`config.mk`:
```
export PLATFORM = sky130hd
export DESIGN_NAME = nonvolatile_memory_controller
export DESIGN_NICKNAME = d
export VERILOG_FILES = /design/src/nonvolatile_memory_controller.v /design/src/nvm_event_edge.v
export VERILOG_INCLUDE_DIRS = /design/src
export SDC_FILE = /design/constraint.sdc
export NUM_CORES = 1
export LEC_CHECK = 0
export BUFFER_PORTS_ARGS = -buffer_cell sky130_fd_sc_hd__buf_4
export CAP_MARGIN = 20
export CORE_ASPECT_RATIO = 0.75
export CORE_MARGIN = 3
export CORE_UTILIZATION = 35
export DETAILED_ROUTE_END_ITERATION = 8
export PLACE_DENSITY = 0.61
export SYNTH_ARGS = -nofsm -noshare
export SYNTH_HDL_FRONTEND = slang
export SYNTH_SLANG_ARGS = --single-unit
```
`constraint.sdc`:
```
create_clock -name clk_i -period 5 [get_ports clk_i]
set_input_delay 1 -clock clk_i [delete_from_list [all_inputs] [get_ports clk_i]]
set_output_delay 1 -clock clk_i [all_outputs]
set_load 0.01 [all_outputs]
```
`src/nvm_access_defs.vh`:
```
`ifndef NVM_ACCESS_DEFS_VH
`define NVM_ACCESS_DEFS_VH

// ----------------------------------------------------------------------------
// register byte offsets
// ----------------------------------------------------------------------------
`define NVM_OFF_CTRL1    8'h00
`define NVM_OFF_CTRLB    8'h04
`define NVM_OFF_CTRL3    8'h08
`define NVM_OFF_IFLAG    8'h0C
`define NVM_OFF_STATUS   8'h10
`define NVM_OFF_NSCFG    8'h18
`define NVM_OFF_EVADDR   8'h1C

// ----------------------------------------------------------------------------
// field positions
// ----------------------------------------------------------------------------
`define NVM_CTRL1_CMD_MSB   7
`define NVM_CTRL1_CMD_LSB   0
`define NVM_CTRL1_ADDR_MSB  31
`define NVM_CTRL1_ADDR_LSB  8
`define NVM_CTRLB_WS_MSB    3
`define NVM_CTRLB_WS_LSB    0
`define NVM_CTRLB_CACHEDIS  8
`define NVM_CTRL3_TAMPER_EN 0
`define NVM_CTRL3_AUTOW_EN  1
`define NVM_CTRL3_AUTOW_DF  2
`define NVM_CTRL3_EVINV     3
`define NVM_FLAG_DONE       0
`define NVM_FLAG_ERROR      1
`define NVM_STAT_BUSY       0
`define NVM_STAT_DISCARD    1
`define NVM_NSCFG_WRITE     0

// ----------------------------------------------------------------------------
// reset values
// ----------------------------------------------------------------------------
`define NVM_CTRLB_RST   4'h0
`define NVM_CTRL3_RST   4'h0
`define NVM_NSCFG_RST   1'b0
`define NVM_EVADDR_RST  24'h000000

// ----------------------------------------------------------------------------
// flash operation codes
// ----------------------------------------------------------------------------
`define NVM_CMD_NONE    8'h00
`define NVM_CMD_WP      8'h01
`define NVM_CMD_ER      8'h02
`define NVM_CMD_LOCK    8'h03
`define NVM_CMD_UNLOCK  8'h04
`define NVM_CMD_TAMPER  8'h05

`endif

```
`src/nonvolatile_memory_controller.v`:
```
// Local design decisions: the APB slave port and the register addresses.
`timescale 1ns/1ps
`default_nettype none
`include "nvm_access_defs.vh"

module nonvolatile_memory_controller #(
  parameter        SECURE_EXT = 1,
  parameter        PB_WORDS   = 16,
  parameter        PB_IDX_W   = 4,
  parameter [23:0] NS_APP_LO  = 24'h002000,
  parameter [23:0] NS_APP_HI  = 24'h004000,
  parameter [23:0] NS_DATA_LO = 24'h400400,
  parameter [23:0] NS_DATA_HI = 24'h400800,
  parameter [23:0] DATA_BASE  = 24'h400000
) (
  // clock and reset
  input  wire                clk_i,
  input  wire                reset_n_i,
  // apb slave
  input  wire                psel_i,
  input  wire                penable_i,
  input  wire                pwrite_i,
  input  wire [7:0]          paddr_i,
  input  wire [31:0]         pwdata_i,
  input  wire [2:0]          pprot_i,
  output wire [31:0]         prdata_o,
  output wire                pready_o,
  output wire                pslverr_o,
  // ahb page buffer write port
  input  wire                pb_hsel_i,
  input  wire [1:0]          pb_htrans_i,
  input  wire                pb_hwrite_i,
  input  wire [31:0]         pb_haddr_i,
  input  wire                pb_hnonsec_i,
  input  wire [31:0]         pb_hwdata_i,
  input  wire                pb_hready_i,
  output wire                pb_hreadyout_o,
  output wire                pb_hresp_o,
  // page buffer read by the flash array
  input  wire [PB_IDX_W-1:0] pb_rd_idx_i,
  output wire [31:0]         pb_rd_data_o,
  // system inputs
  input  wire                acc_wprot_i,
  input  wire                debug_halt_i,
  input  wire                tamper_event_i,
  input  wire                autow_event_i,
  // flash array operation port
  output wire                flash_start_o,
  output wire [7:0]          flash_cmd_o,
  output wire [23:0]         flash_addr_o,
  output wire                flash_data_sel_o,
  input  wire                flash_done_i,
  input  wire                flash_fail_i,
  // read path and timing
  output wire                cache_bypass_o,
  output wire [3:0]          wait_states_o
);

  localparam ST_IDLE = 1'b0;
  localparam ST_BUSY = 1'b1;

  // --------------------------------------------------------------------------
  // decode helpers
  // --------------------------------------------------------------------------
  function is_mapped;
    input [7:0] off;
    begin
      is_mapped = (off == `NVM_OFF_CTRL1) || (off == `NVM_OFF_CTRLB) ||
                  (off == `NVM_OFF_CTRL3) || (off == `NVM_OFF_IFLAG) ||
                  (off == `NVM_OFF_STATUS) || (off == `NVM_OFF_NSCFG) ||
                  (off == `NVM_OFF_EVADDR);
    end
  endfunction

  function ns_readable;
    input [7:0] off;
    begin
      ns_readable = (off == `NVM_OFF_CTRL1) || (off == `NVM_OFF_CTRLB) ||
                    (off == `NVM_OFF_CTRL3) || (off == `NVM_OFF_IFLAG) ||
                    (off == `NVM_OFF_STATUS);
    end
  endfunction

  function ns_writable;
    input [7:0] off;
    begin
      ns_writable = (off == `NVM_OFF_CTRL1) || (off == `NVM_OFF_CTRL3) ||
                    (off == `NVM_OFF_IFLAG);
    end
  endfunction

  function in_ns_region;
    input [23:0] a;
    begin
      in_ns_region = ((a >= NS_APP_LO) && (a < NS_APP_HI)) ||
                     ((a >= NS_DATA_LO) && (a < NS_DATA_HI));
    end
  endfunction

  // --------------------------------------------------------------------------
  // registers
  // --------------------------------------------------------------------------
  reg [3:0]  wait_states_r;
  reg        cache_dis_r;
  reg [3:0]  ctrl3_r;
  reg        nswe_r;
  reg [23:0] evaddr_r;
  reg [1:0]  flag_r;
  reg        discard_r;
  reg        state_r;
  reg        tamper_pend_r;
  reg        autow_pend_r;
  reg        start_r;
  reg [7:0]  cmd_r;
  reg [23:0] addr_r;
  reg        dsel_r;
  reg        cache_bypass_r;
  reg [31:0] prdata_r;
  reg        pslverr_r;
  reg [31:0] pb_mem [0:PB_WORDS-1];
  reg [31:0] pb_rd_r;
  reg        pb_wr_pend_r;
  reg [PB_IDX_W-1:0] pb_wr_idx_r;
  reg        pb_err1_r;
  reg        pb_err2_r;

  // --------------------------------------------------------------------------
  // apb access qualification
  // --------------------------------------------------------------------------
  wire       ns        = (SECURE_EXT != 0) & pprot_i[1];
  wire       setup     = psel_i & ~penable_i;
  wire       access    = psel_i & penable_i;
  wire       mapped    = is_mapped(paddr_i);
  // a rejected non-secure write is dropped without a bus error
  wire       ns_block  = ns & (~nswe_r | ~ns_writable(paddr_i));
  // flags and status stay writable whatever the access controller says
  wire       acc_block = acc_wprot_i & (paddr_i != `NVM_OFF_IFLAG) &
                         (paddr_i != `NVM_OFF_STATUS);
  wire       wr_ok     = access & pwrite_i & mapped & ~ns_block & ~acc_block;
  wire       wr_drop   = access & pwrite_i & mapped & ns_block;

  wire [7:0]  sw_cmd  = pwdata_i[`NVM_CTRL1_CMD_MSB:`NVM_CTRL1_CMD_LSB];
  wire [23:0] sw_addr = pwdata_i[`NVM_CTRL1_ADDR_MSB:`NVM_CTRL1_ADDR_LSB];
  wire        sw_legal = (sw_cmd == `NVM_CMD_WP) || (sw_cmd == `NVM_CMD_ER) ||
                         (sw_cmd == `NVM_CMD_LOCK) || (sw_cmd == `NVM_CMD_UNLOCK);
  // non-secure commands outside the non-secure regions are ignored
  wire        sw_req  = wr_ok & (paddr_i == `NVM_OFF_CTRL1) & sw_legal &
                        (~ns | in_ns_region(sw_addr));

  // --------------------------------------------------------------------------
  // event inputs
  // --------------------------------------------------------------------------
  wire tamper_trig;
  wire autow_trig;

  nvm_event_edge u_tamper_edge (
    .clk_i         (clk_i),
    .reset_n_i     (reset_n_i),
    .event_async_i (tamper_event_i),
    .invert_i      (ctrl3_r[`NVM_CTRL3_EVINV]),
    .trigger_o     (tamper_trig)
  );

  nvm_event_edge u_autow_edge (
    .clk_i         (clk_i),
    .reset_n_i     (reset_n_i),
    .event_async_i (autow_event_i),
    .invert_i      (ctrl3_r[`NVM_CTRL3_EVINV]),
    .trigger_o     (autow_trig)
  );

  wire tamper_set = tamper_trig & ctrl3_r[`NVM_CTRL3_TAMPER_EN];
  wire autow_set  = autow_trig & ctrl3_r[`NVM_CTRL3_AUTOW_EN];

  // --------------------------------------------------------------------------
  // operation launcher
  // --------------------------------------------------------------------------
  // events outrank software; a command that cannot start is flagged, not queued
  wire idle          = (state_r == ST_IDLE);
  wire launch_tamper = idle & tamper_pend_r;
  wire launch_autow  = idle & ~tamper_pend_r & autow_pend_r;
  wire launch_sw     = idle & ~tamper_pend_r & ~autow_pend_r & sw_req;
  wire sw_refused    = sw_req & ~launch_sw;
  wire launch        = launch_tamper | launch_autow | launch_sw;
  wire op_end        = (state_r == ST_BUSY) & flash_done_i;

  always @(posedge clk_i or negedge reset_n_i) begin
    if (!reset_n_i) begin
      state_r       <= ST_IDLE;
      tamper_pend_r <= 1'b0;
      autow_pend_r  <= 1'b0;
      start_r       <= 1'b0;
      cmd_r         <= `NVM_CMD_NONE;
      addr_r        <= 24'h000000;
      dsel_r        <= 1'b0;
    end else begin
      // a new trigger in the launch cycle is kept pending
      tamper_pend_r <= tamper_set | (tamper_pend_r & ~launch_tamper);
      autow_pend_r  <= autow_set | (autow_pend_r & ~launch_autow);
      start_r       <= launch;
      case (state_r)
        ST_IDLE: begin
          if (launch_tamper) begin
            cmd_r   <= `NVM_CMD_TAMPER;
            addr_r  <= evaddr_r;
            dsel_r  <= 1'b1;
            state_r <= ST_BUSY;
          end else if (launch_autow) begin
            cmd_r   <= `NVM_CMD_WP;
            addr_r  <= evaddr_r;
            dsel_r  <= ctrl3_r[`NVM_CTRL3_AUTOW_DF];
            state_r <= ST_BUSY;
          end else if (launch_sw) begin
            cmd_r   <= sw_cmd;
            addr_r  <= sw_addr;
            dsel_r  <= (sw_addr >= DATA_BASE);
            state_r <= ST_BUSY;
          end
        end
        ST_BUSY: begin
          if (flash_done_i) begin
            state_r <= ST_IDLE;
          end
        end
        default: begin
          state_r <= ST_IDLE;
        end
      endcase
    end
  end

  // --------------------------------------------------------------------------
  // software registers
  // --------------------------------------------------------------------------
  wire done_set  = op_end;
  wire err_set   = (op_end & flash_fail_i) | sw_refused;
  wire flag_wr   = wr_ok & (paddr_i == `NVM_OFF_IFLAG);
  wire stat_wr   = wr_ok & (paddr_i == `NVM_OFF_STATUS);
  wire pb_drop;
  wire [1:0] flag_clr = flag_wr ? pwdata_i[1:0] : 2'h0;
  wire [1:0] flag_set = {err_set, done_set};

  always @(posedge clk_i or negedge reset_n_i) begin
    if (!reset_n_i) begin
      wait_states_r <= `NVM_CTRLB_RST;
      cache_dis_r   <= 1'b0;
      ctrl3_r       <= `NVM_CTRL3_RST;
      nswe_r        <= `NVM_NSCFG_RST;
      evaddr_r      <= `NVM_EVADDR_RST;
      flag_r        <= 2'h0;
      discard_r     <= 1'b0;
    end else begin
      if (wr_ok && (paddr_i == `NVM_OFF_CTRLB)) begin
        // takes effect at once; software owns ordering against clock changes
        wait_states_r <= pwdata_i[`NVM_CTRLB_WS_MSB:`NVM_CTRLB_WS_LSB];
        cache_dis_r   <= pwdata_i[`NVM_CTRLB_CACHEDIS];
      end
      if (wr_ok && (paddr_i == `NVM_OFF_CTRL3)) begin
        ctrl3_r <= pwdata_i[3:0];
      end
      if (wr_ok && (paddr_i == `NVM_OFF_NSCFG)) begin
        nswe_r <= pwdata_i[`NVM_NSCFG_WRITE];
      end
      if (wr_ok && (paddr_i == `NVM_OFF_EVADDR)) begin
        evaddr_r <= pwdata_i[23:0];
      end
      // write-one-to-clear; a simultaneous hardware set wins
      flag_r    <= flag_set | (flag_r & ~flag_clr);
      discard_r <= wr_drop | pb_drop |
                   (discard_r & ~(stat_wr & pwdata_i[`NVM_STAT_DISCARD]));
    end
  end

  // --------------------------------------------------------------------------
  // apb read data and error, captured in the setup cycle
  // --------------------------------------------------------------------------
  reg [31:0] rd_mux;

  always @* begin
    rd_mux = 32'h00000000;
    case (paddr_i)
      `NVM_OFF_CTRL1:   rd_mux = {addr_r, cmd_r};
      `NVM_OFF_CTRLB:   rd_mux = {23'h0, cache_dis_r, 4'h0, wait_states_r};
      `NVM_OFF_CTRL3:   rd_mux = {28'h0, ctrl3_r};
      `NVM_OFF_IFLAG:   rd_mux = {30'h0, flag_r};
      `NVM_OFF_STATUS:  rd_mux = {30'h0, discard_r, ~idle};
      `NVM_OFF_NSCFG:   rd_mux = {31'h0, nswe_r};
      `NVM_OFF_EVADDR:  rd_mux = {8'h00, evaddr_r};
      default:          rd_mux = 32'h00000000;
    endcase
  end

  always @(posedge clk_i or negedge reset_n_i) begin
    if (!reset_n_i) begin
      prdata_r  <= 32'h00000000;
      pslverr_r <= 1'b0;
    end else if (setup) begin
      // reads of mapped offsets succeed; the non-secure alias hides secure-only registers
      prdata_r  <= (ns && !ns_readable(paddr_i)) ? 32'h00000000 : rd_mux;
      // only unmapped offsets and protected writes raise an error
      pslverr_r <= ~mapped | (pwrite_i & ~ns_block & acc_block);
    end
  end

  assign prdata_o  = prdata_r;
  assign pready_o  = 1'b1;
  assign pslverr_o = pslverr_r & access;

  // --------------------------------------------------------------------------
  // ahb page buffer
  // --------------------------------------------------------------------------
  wire pb_addr_ph = pb_hsel_i & pb_htrans_i[1] & pb_hwrite_i & pb_hready_i;
  // a discarded non-secure buffer write gets the two-cycle error reply
  assign pb_drop  = pb_addr_ph & (SECURE_EXT != 0) & pb_hnonsec_i & ~nswe_r;

  always @(posedge clk_i or negedge reset_n_i) begin
    if (!reset_n_i) begin
      pb_wr_pend_r <= 1'b0;
      pb_wr_idx_r  <= {PB_IDX_W{1'b0}};
      pb_err1_r    <= 1'b0;
      pb_err2_r    <= 1'b0;
      pb_rd_r      <= 32'h00000000;
    end else begin
      pb_wr_pend_r <= pb_addr_ph & ~pb_drop;
      pb_err1_r    <= pb_drop;
      pb_err2_r    <= pb_err1_r;
      pb_rd_r      <= pb_mem[pb_rd_idx_i];
      if (pb_addr_ph) begin
        pb_wr_idx_r <= pb_haddr_i[PB_IDX_W+1:2];
      end
    end
  end

  genvar gi;
  generate
    for (gi = 0; gi < PB_WORDS; gi = gi + 1) begin : g_pb
      always @(posedge clk_i or negedge reset_n_i) begin
        if (!reset_n_i) begin
          pb_mem[gi] <= 32'h00000000;
        end else if (pb_wr_pend_r && (pb_wr_idx_r == gi)) begin
          pb_mem[gi] <= pb_hwdata_i;
        end
      end
    end
  endgenerate

  assign pb_hreadyout_o = ~pb_err1_r;
  assign pb_hresp_o     = pb_err1_r | pb_err2_r;
  assign pb_rd_data_o   = pb_rd_r;

  // --------------------------------------------------------------------------
  // read path control
  // --------------------------------------------------------------------------
  always @(posedge clk_i or negedge reset_n_i) begin
    if (!reset_n_i) begin
      cache_bypass_r <= 1'b0;
    end else begin
      // debug reads must not disturb what the cache holds
      cache_bypass_r <= debug_halt_i | cache_dis_r;
    end
  end

  assign cache_bypass_o   = cache_bypass_r;
  assign wait_states_o    = wait_states_r;
  assign flash_start_o    = start_r;
  assign flash_cmd_o      = cmd_r;
  assign flash_addr_o     = addr_r;
  assign flash_data_sel_o = dsel_r;

endmodule

`default_nettype wire

```
`src/nvm_event_edge.v`:
```
`timescale 1ns/1ps
`default_nettype none

module nvm_event_edge (
  // clock and reset
  input  wire clk_i,
  input  wire reset_n_i,
  // event line and selection
  input  wire event_async_i,
  input  wire invert_i,
  output wire trigger_o
);

  reg sync1_r;
  reg sync2_r;
  reg level_prev_r;

  wire level = sync2_r ^ invert_i;

  // the event comes unsynchronised from the asynchronous channel path
  always @(posedge clk_i or negedge reset_n_i) begin
    if (!reset_n_i) begin
      sync1_r      <= 1'b0;
      sync2_r      <= 1'b0;
      level_prev_r <= 1'b0;
    end else begin
      sync1_r      <= event_async_i;
      sync2_r      <= sync1_r;
      level_prev_r <= level;
    end
  end

  // rising edge of the (optionally inverted) line gives one pulse
  assign trigger_o = level & ~level_prev_r;

endmodule

`default_nettype wire

```
==> results of run 1 <==
[layer usage]
metal  GRT usage  up-vias
li1            -     7252
met1       0.240     9311
met2       0.280      441
met3      0.0357      113
met4      0.0450        6
met5           0        -
[cells by family after synthesis]
group	after synthesis	share of synthesized area
other	1	0.000129
flip-flops	665	0.573
multiplexers	712	0.338
AO/OA/AOI/OAI	130	0.0343
XOR/XNOR	2	0.000603
buffers and inverters	170	0.0238
AND/OR/NAND/NOR	156	0.0301
[layout make-up]
class                   instances  area share
flip-flops and latches        665       0.487
multi-input cells            1001       0.345
clock buffers                 103      0.0611
repair buffers                242      0.0574
well taps                    1104      0.0405
clock inverters                23     0.00630
inverters                      16     0.00176
[placed cells by master (no fill, tap or decap), types with 3 or more instances in the layout]
cell type   Yosys  final
clkinv_8        0      4
or2_2           4      4
inv_1          15     15
nand2_1        16     15
nor3_1          7      7
nand3b_1        6      6
and4_1          3      3
buf_12          0     10
nand3_1        35     35
or3_2           0      3
and2_1          7      7
buf_4           1    229
mux2_2        527    527
clkbuf_16       0     71
nand4_1         4      4
a22oi_1         3      3
a22o_1         35     35
clkbuf_1      109     13
mux4_2        160    160
a222oi_1       14     14
clkinv_2        0     12
nor2_4          0      9
nand2b_1        5      5
nor3b_1         5      5
a31oi_1        24     24
dfrtp_1       665    665
clkinvlp_4      0      3
nor2_1         42     32
clkbuf_8        0     20
o2111a_1        3      3
a21oi_1         4      4
o21ai_0        31     31
o2111ai_1       3      3
mux2_1         24     24
[per-stage QoR]
step | util | power, mW
3_5_place_dp | 0.391 | 7.54
2_1_floorplan | - | 6.97
4_1_cts | 0.420 | 12.8
3_3_place_gp | 0.391 | 7.44
5_1_grt | 0.420 | 13.1
6_report | 0.420 | 12.6
[sequential cells by signal (all words and copies together) (netlist names), 2 cells and up]
name and cells:
pb_mem 512, pb_rd_data_o 32, prdata_o 32, evaddr_r 24
flash_addr_o 24, flash_cmd_o 8, ctrl3_r 4, pb_wr_idx_r 4
wait_states_o 4, flag_r 2
[worst min path at each step]
stage / start / endpoint / slack, ns / cells past startpoint
2_1_floorplan: u_autow_edge.sync1_r / u_autow_edge.sync2_r / 0.33 / 0
3_3_place_gp: u_autow_edge.sync1_r / u_autow_edge.sync2_r / 0.35 / 0
3_5_place_dp: u_tamper_edge.sync1_r / u_tamper_edge.sync2_r / 0.34 / 0
4_1_cts: u_tamper_edge.sync1_r / u_tamper_edge.sync2_r / 0.36 / 0
5_1_grt: u_tamper_edge.sync1_r / u_tamper_edge.sync2_r / 0.37 / 0
6_report: u_tamper_edge.sync1_r / u_tamper_edge.sync2_r / 0.35 / 0
[where the power goes]
part	switching, mW	internal, mW	leakage (nW)	total (mW)
clock network	2.21	2.97	1.13	5.18
registers	0.240	5.87	8.61	6.11
logic	0.551	0.759	5.81	1.31
total	3.00	9.60	15.6	12.6
==> impl_results.md, run 1 <==
- Most frequent cell after synthesis: dfrtp_1
- DR WL/cell: 23.9 microns
- Clk_lat worst skew: 0.62 ns
- Syn_nets: 1964
- CTS buffer count: 70
- Unrepaired setup endpoints after global routing: no
- DRT iter0 DRCs: 1189
- FF-to-FF setup slack: 2.14 ns
- Drt pass-1 iters: 7
- Worst path depth: 6
- Placed insts: 3027
- WL met2: 36300 microns
- Filler cell count: 7362
- Area of the multi-input gates: 0.0118 sq mm
- Area Overhead vs Synth: 17.5%
- Post-route antenna net violation count: 0
- Count of pins over their slew limit: 0
- Reg2Reg Launch Point: pb_wr_idx_r[3]
- Syn Area/Cell: 15.8 sq um
- Die H: 255 microns
- Max clock buf depth: 3
- GRT Util Overall: 0.174
- Post-DP HPWL: 46000 microns
- Final worst slack: 1.97 ns
- DP Worst Slack: 1.38 ns
- Slowest CP cell: a221o_1
- # IOs: 235
- First-pass GRT wire length: 116000 microns
- TritonCTS clock tree: built
- Crit-path cells: buf_4, nor2_1, o211ai_1, a221o_1, nor2_8, mux2_2
- WL final: 75400 microns
- Max_cap viols: 0
- Crit. Startpoint: paddr_i[1]
- Die W: 339 microns
- DR DRC count: 0
- Metal1 wirelength: 33600 microns
- Worst Setup Start Kind: primary input
- List of most frequent post-synthesis cells: dfrtp_1, mux2_2, mux4_2
- Crit Path Max Fanout: 24
- Hold_ws: 0.355 ns
- Final setup viols: 0
- Post-CTS setup buffer count: 0
- Grt total ovfl: 0
- Post-Layout Cell Count: 3154
- Min cycle time layout: 3.03 ns
- CP required: 5.50 ns
- FF+latch count, synth: 665
- Synthesized area: 0.0290 sq mm
- PortBufs: 202
- CP arrival: 3.53 ns
- Dpl cell area: 0.0318 sq mm
- Initial antenna violation count: 6
- Crit. End Element: flip-flop
- Ratio of final minimum period to clock period: 0.606
- Ys Warns: 0
- CTS resizes: 0
- Top cells by area, synth: dfrtp_1, mux2_2, mux4_2
- Ys flop type: dfrtp_1
- Setup_tns: 0 ns
- Starting Density: 0.357
- Max Freq: 330 MHz
- Final Instance Area: 0.0341 sq mm
- Slowest Stage Delay on Critical Path: 0.60 ns
- Top sig layer: met5
- Reg2Reg Depth: 4
- Crit path buf inv count: 1
- Vias per cell: 5.43
- Layout cells sized above 1: 0.522
- NumNets Final: 2124
- Status: finished clean
- Met3 routed WL: 3880 microns
- Yosys top cell area share: 0.573
- Core Footprint: 0.0813 sq mm
- Diodes inserted: 0
- Root buf cell: clkbuf_16
- Async set or reset register ratio after synthesis: 1.00
- Largest net degree at the start of global routing: 113
- H-tree depth reported by CTS: 3
- Worst-path clk slew: 0.06 ns
- Sequential area share after synthesis: 0.573
- Die footprint: 0.0865 sq mm
- Cells after synthesis: 1836
- Worst r2r dst: pb_mem[398]
- Post-synth top area cell: dfrtp_1
- Worst slew pin tran: 1.10 ns
- Placer congestion estimate: 0.826
- Setup crit end: evaddr_r[1]
- Routed vias: 17100
- CP top delay family: simple AND/OR/NAND/NOR gates
- Endpoints failing hold: 0
- Total leakage power: 15.6 nW
- Hold_buf cts: 0
- Clock skew: 0.0222 ns
- Row count: 90
- Peak VDD IR: 243 uV
- Pwr Density: 369 mW/mm^2
- # clock sinks: 665
- Count of flip-flops with a built-in enable after synthesis: 0
- WS Path Type: in2reg
- Number of global-route vias before repair: 18300
- Yosys cell types: 63
- HP Class: reg2reg
- Max transition margin: 0.267
- FF/Latch Area: 0.0166 sq mm
Note: power is estimated with default switching activity, not from simulation.
==> run 2, diff against run 1 <==
Clock period 5 ns to 3 ns, I/O delays scaled along.
==> impl_results.md, run 2 (synthesis gave the netlist of run 1 again) <==
- Status: finished clean
- CP top delay family: simple AND/OR/NAND/NOR gates
- CTS resizes: 0 (unchanged)
- GRT Util Overall: 0.175 (+0.00136)
- H-tree depth reported by CTS: 3 (unchanged)
- Endpoints failing hold: 0 (unchanged)
- Most frequent cells in the layout: dfrtp_1, mux2_2, buf_4
- Final worst slack: 0.757 ns (-1.21 ns)
- Unrepaired setup endpoints after global routing: no
- Clk_lat worst skew: 0.62 ns (about the same)
- Slowest Stage Delay on Critical Path: 0.74 ns (+0.14 ns)
- Ratio of final minimum period to clock period: 0.748
- Tot Pwr: 21.2 mW (+68%)
- Grt total ovfl: 0 (unchanged)
- Worst path depth: 4 (-2)
- Final setup viols: 0 (unchanged)
- Crit path buf inv count: 1 (unchanged)
- Reg2Reg Depth: 4 (unchanged)
- WL final: 75400 microns (about the same)
- Dpl cell area: 0.0323 sq mm (+1.5%)
- Worst Setup Start Kind: flip-flop
- # clock sinks: 665 (unchanged)
- Crit. End Element: flip-flop
- Post-DP HPWL: 47800 microns (+3.8%)
- Peak VDD IR: 411 uV (+69%)
- Setup_tns: 0 ns (unchanged)
- Top reg by flops: pb_mem
- Die W: 339 microns (unchanged)
- Largest net degree at the start of global routing: 100 (-12%)
- Count of pins over their slew limit: 0 (unchanged)
- Worst-path clk slew: 0.06 ns (about the same)
- Initial antenna violation count: 7 (+1)
- Clock skew: 0.0245 ns (+0.00234 ns)
- Die H: 255 microns (unchanged)
- NumNets Final: 2159 (+1.6%)
- Root buf cell: clkbuf_16
- Max_cap viols: 0 (unchanged)
- Layout cells sized above 1: 0.527 (+0.00421)
- DR WL/cell: 23.7 microns (-1.0%)
- Internal power: 16.2 mW (+69%)
- Flop pwr share: 0.482 (-0.003)
- WS Path Type: reg2reg
- CP required: 3.48 ns (-2.02 ns)
- Routed vias: 17100 (-0.32%)
- DRT iter0 DRCs: 1064 (-11%)
- Total leakage power: 15.8 nW (+1.6%)
- Post-route antenna net violation count: 0 (unchanged)
- Drt pass-1 iters: 5 (-2)
- PortBufs: 202 (unchanged)
- Max reg flops: 512 (unchanged)
- Max transition margin: 0.474 (+0.208)
- Commonest non-fill, non-tap cell in the layout: dfrtp_1
- Number of global-route vias before repair: 18400 (+0.66%)
- Core Footprint: 0.0813 sq mm (unchanged)
- Area Overhead vs Synth: 19.3%
- HP Class: in2reg
- DP Worst Slack: 0.153 ns (-1.23 ns)
- Crit. Startpoint: pb_wr_idx_r[3]
- Crit-path cells: nand3b_1, or3_2, buf_12, mux2_2
- Hold_buf cts: 1 (+1)
- Final Instance Area: 0.0346 sq mm (+1.5%)
- TritonCTS clock tree: built
- Logic pwr share: 0.105 (about the same)
- Die footprint: 0.0865 sq mm (unchanged)
- Psw: 4.96 mW (+65%)
- First-pass GRT wire length: 117000 microns (+0.82%)
- Hold Path Depth: 1 (+1)
- Sw Share: 0.234 (-0.00367)
- CP arrival: 2.73 ns (-0.80 ns)
- # IOs: 235 (unchanged)
- Post-CTS setup buffer count: 0 (unchanged)
- Placer congestion estimate: 0.820 (-0.77%)
- Max Freq: 446 MHz
- Row count: 90 (unchanged)
- Worst slew pin tran: 0.788 ns (-0.309 ns)
- Clock Power Share: 0.413 (+0.002)
- Min cycle time layout: 2.24 ns
- Reg2Reg Launch Point: pb_wr_idx_r[3]
- Pwr Density: 611 mW/mm^2 (+66%)
- Max clock buf depth: 3 (unchanged)
- Vias per cell: 5.35 (-1.4%)
- Slowest CP cell: or3_2
- Crit Path Max Fanout: 23 (-4.2%)
- CTS buffer count: 71 (+1.4%)
- DR DRC count: 0 (unchanged)
- Hold path startpoint: autow_event_i
- Starting Density: 0.357 (unchanged)
run 2: cell count changes in the layout (fill, tap and decap cells not counted):
cell	previous run	this run
clkinv_8	4	1
dlygate4sd3_1	0	1
buf_12	10	28
inv_16	1	0
buf_4	229	244
clkinv_2	12	3
diode_2	0	1
clkbuf_16	71	74
inv_6	2	4
clkbuf_1	13	19
clkbuf_8	20	21
run 2: path summary, 6_finish.rpt:
kind | to | slack, ns
setup / recovery | pb_mem[354] | 0.76
hold / removal | u_autow_edge.sync1_r | 0.08
setup reg to reg | pb_mem[354] | 0.76
hold reg to reg | u_tamper_edge.sync2_r | 0.37
max in group asynchronous | pb_mem[2] | 1.45
min in group asynchronous | pb_rd_data_o[26] | 0.52
run 2: layout make-up:
type                    count  area [sq um]
well taps                1104          1380
clock buffers             113          2200
multi-input cells        1001         11800
diodes                      1          2.50
fillers                  7330         46700
repair buffers            276          2440
flip-flops and latches    665         16600
inverters                  16          60.1
clock inverters            12           119
run 2: metal layers:
metal	global-route usage	share of wire	vias to the layer above	wire (microns)
met1	0.247	0.46	9209	34500
met4	0.0522	0.027	12	2010
met3	0.0429	0.055	141	4160
met2	0.268	0.46	407	34700
met5	0	0.00099	-	75
li1	-	-	7299	-
run 2: stage by stage:
step           instances  hold WS [ns]   util
6_report            3188        0.0812  0.426
5_1_grt             3187        0.0436  0.426
4_1_cts             3187        0.0351  0.426
3_5_place_dp        3061         0.355  0.397
3_3_place_gp        3061         0.344  0.397
2_1_floorplan       1836         0.304      -
run 2: power by group through the flow:
stage	clock network (mW)	registers [mW]	logic (mW)
after floorplan	0	10.2	1.40
after global placement	0	10.3	2.18
after detailed placement	0	10.3	2.26
after CTS	9.02	10.2	2.27
after global routing	9.37	10.3	2.42
final	8.74	10.2	2.22
==> run 3, diff against run 2 <==
Settings changed: PLACE_DENSITY 0.61 to 0.63.
Clock period 3 ns to 1.9 ns, I/O delays scaled along.
==> impl_results.md, run 3 (synthesis gave the netlist of run 1 again) <==
- DRT iter0 DRCs: 1240 (+17%)
- Crit. Startpoint: pwdata_i[6]
- Total leakage power: 16.5 nW (+4.3%)
- Top reg by flops: pb_mem
- Count of pins over their slew limit: 0 (unchanged)
- CP arrival: 2.35 ns (-0.38 ns)
- Routed vias: 17700 (+4.0%)
- CTS buffer count: 68 (-4.2%)
- Final setup viols: 0 (unchanged)
- Worst Setup Start Kind: primary input
- Peak VDD IR: 572 uV (+39%)
- Largest net degree at the start of global routing: 116 (+16%)
- HP Class: in2reg
- Hold_ws: 0.0427 ns (-0.0386 ns)
- Post-DP HPWL: 50800 microns (+6.2%)
- Vias per cell: 5.37 (+0.34%)
- Row count: 90 (unchanged)
- Reg2Reg Depth: 5 (+1)
- Crit Path Max Fanout: 3 (-87%)
- Starting Density: 0.357 (unchanged)
- Dpl cell area: 0.0334 sq mm (+3.4%)
- Max Freq: 543 MHz
- Clk_lat worst skew: 0.62 ns (about the same)
- DR WL/cell: 23.6 microns (-0.39%)
- Die W: 339 microns (unchanged)
- Clock skew: 0.0245 ns (-0.00000760 ns)
- # clock sinks: 665 (unchanged)
- Pwr Density: 929 mW/mm^2 (+52%)
- Area Overhead vs Synth: 23.9%
- Min cycle time layout: 1.84 ns
- Number of global-route vias before repair: 19100 (+3.9%)
- Max transition margin: 0.565 (+0.0902)
- Worst slew pin tran: 0.653 ns (-0.135 ns)
- Hold Path Depth: 2 (+1)
- Filler cell count: 7176 (-2.1%)
- # IOs: 235 (unchanged)
- Crit. End Element: flip-flop
- WS Path Type: in2reg
- Max reg flops: 512 (unchanged)
- FF-to-FF setup slack: 0.08 ns (-0.68 ns)
- TritonCTS clock tree: built
- Core Footprint: 0.0813 sq mm (unchanged)
- Drt pass-1 iters: 6 (+1)
- PortBufs: 202 (unchanged)
- Hold path startpoint: pwdata_i[0]
- Post-route antenna net violation count: 0 (unchanged)
- CP required: 2.41 ns (-1.07 ns)
- Root buf cell: clkbuf_16
- Ratio of final minimum period to clock period: 0.968
- First-pass GRT wire length: 120000 microns (+2.9%)
- GRT Util Overall: 0.179 (+0.00448)
- Commonest non-fill, non-tap cell in the layout: dfrtp_1
- Die footprint: 0.0865 sq mm (unchanged)
- Unrepaired setup endpoints after global routing: no
- Placer congestion estimate: 0.855 (+4.3%)
- Max clock buf depth: 3 (unchanged)
- Status: finished clean
- Grt total ovfl: 0 (unchanged)
- Die H: 255 microns (unchanged)
- NumNets Final: 2272 (+5.2%)
- Layout cells sized above 1: 0.549 (+0.0225)
- Most frequent cells in the layout: dfrtp_1, mux2_2, buf_4
- Final Instance Area: 0.0360 sq mm (+3.9%)
- Endpoints failing hold: 0 (unchanged)
- DR DRC count: 0 (unchanged)
- Initial antenna violation count: 3 (-4)
- WL final: 77900 microns (+3.2%)
- H-tree depth reported by CTS: 3 (unchanged)
- Endpoint, Worst Hold: wait_states_o[0]
- Worst-path clk slew: 0.06 ns (about the same)
- Worst r2r dst: wait_states_o[3]
- Reg2Reg Launch Point: nswe_r
- Max_cap viols: 0 (unchanged)
-- run 3: area by class of cell --
type / count / area, sq um / area share
sequential: 665 / 16600 / 0.463
multi-input combinational: 1001 / 11900 / 0.330
timing repair buffer: 392 / 3720 / 0.103
clock buffer: 107 / 2130 / 0.0593
tap: 1104 / 1380 / 0.0384
clock inverter: 17 / 174 / 0.00483
inverter: 16 / 60.1 / 0.00167
antenna: 1 / 2.50 / 0.0000696
-- run 3: stage by stage --
step | power [mW] | setup TNS, ns | std cells | util | setup slack [ns]
after floorplan | 18.4 | -10.75 | 1836 | - | -0.282
after global placement | 19.8 | -33.48 | 3154 | 0.411 | -0.440
after CTS | 33.9 | 0 | 3301 | 0.442 | 0.0113
after global routing | 34.8 | 0 | 3302 | 0.442 | 0.0185
final | 33.4 | 0 | 3303 | 0.442 | 0.0600
after detailed placement | 20.1 | -36.37 | 3154 | 0.411 | -0.492
-- run 3: repair_timing --
action / 4_1_cts / 5_1_grt
hold buffers: 22 / 0
pin swaps: 0 / 1
endpoints found under the setup margin: 1 / 35
setup buffers: 1 / 1
endpoints found under the hold margin: 254 / 0
cloned: 0 / 0
gates resized for setup: 0 / 6
-- run 3: worst max-delay path, stage by stage --
cell and delay (ns):
dlygate4sd3_1 0.57, buf_4 0.16, nor2_2 0.18, and4b_1 0.30, o2111a_2 0.27, a21oi_2 0.11
inv_2 0.09, mux2_4 0.30
-- run 3: worst max-delay path by stage --
stage | end | slack (ns) | depth (start not counted)
floorplan | evaddr_r[10] | -0.28 | 7
global placement | wait_states_o[2] | -0.44 | 6
detailed placement | wait_states_o[3] | -0.49 | 6
CTS | pb_hresp_o | 0.01 | 2
global route | flash_addr_o[8] | 0.02 | 8
finish | flash_data_sel_o | 0.06 | 8
-- run 3: report_power, final --
| part | switching, mW | internal, mW |
|---|---|---|
| clock | 5.61 | 8.03 |
| sequential | 0.630 | 15.4 |
| combinational | 1.53 | 2.19 |
-- run 3: layer usage --
metal  track usage  part of all wire
met5             0           0.00035
met4        0.0367             0.016
met3        0.0370             0.049
met2         0.281              0.47
met1         0.259              0.47
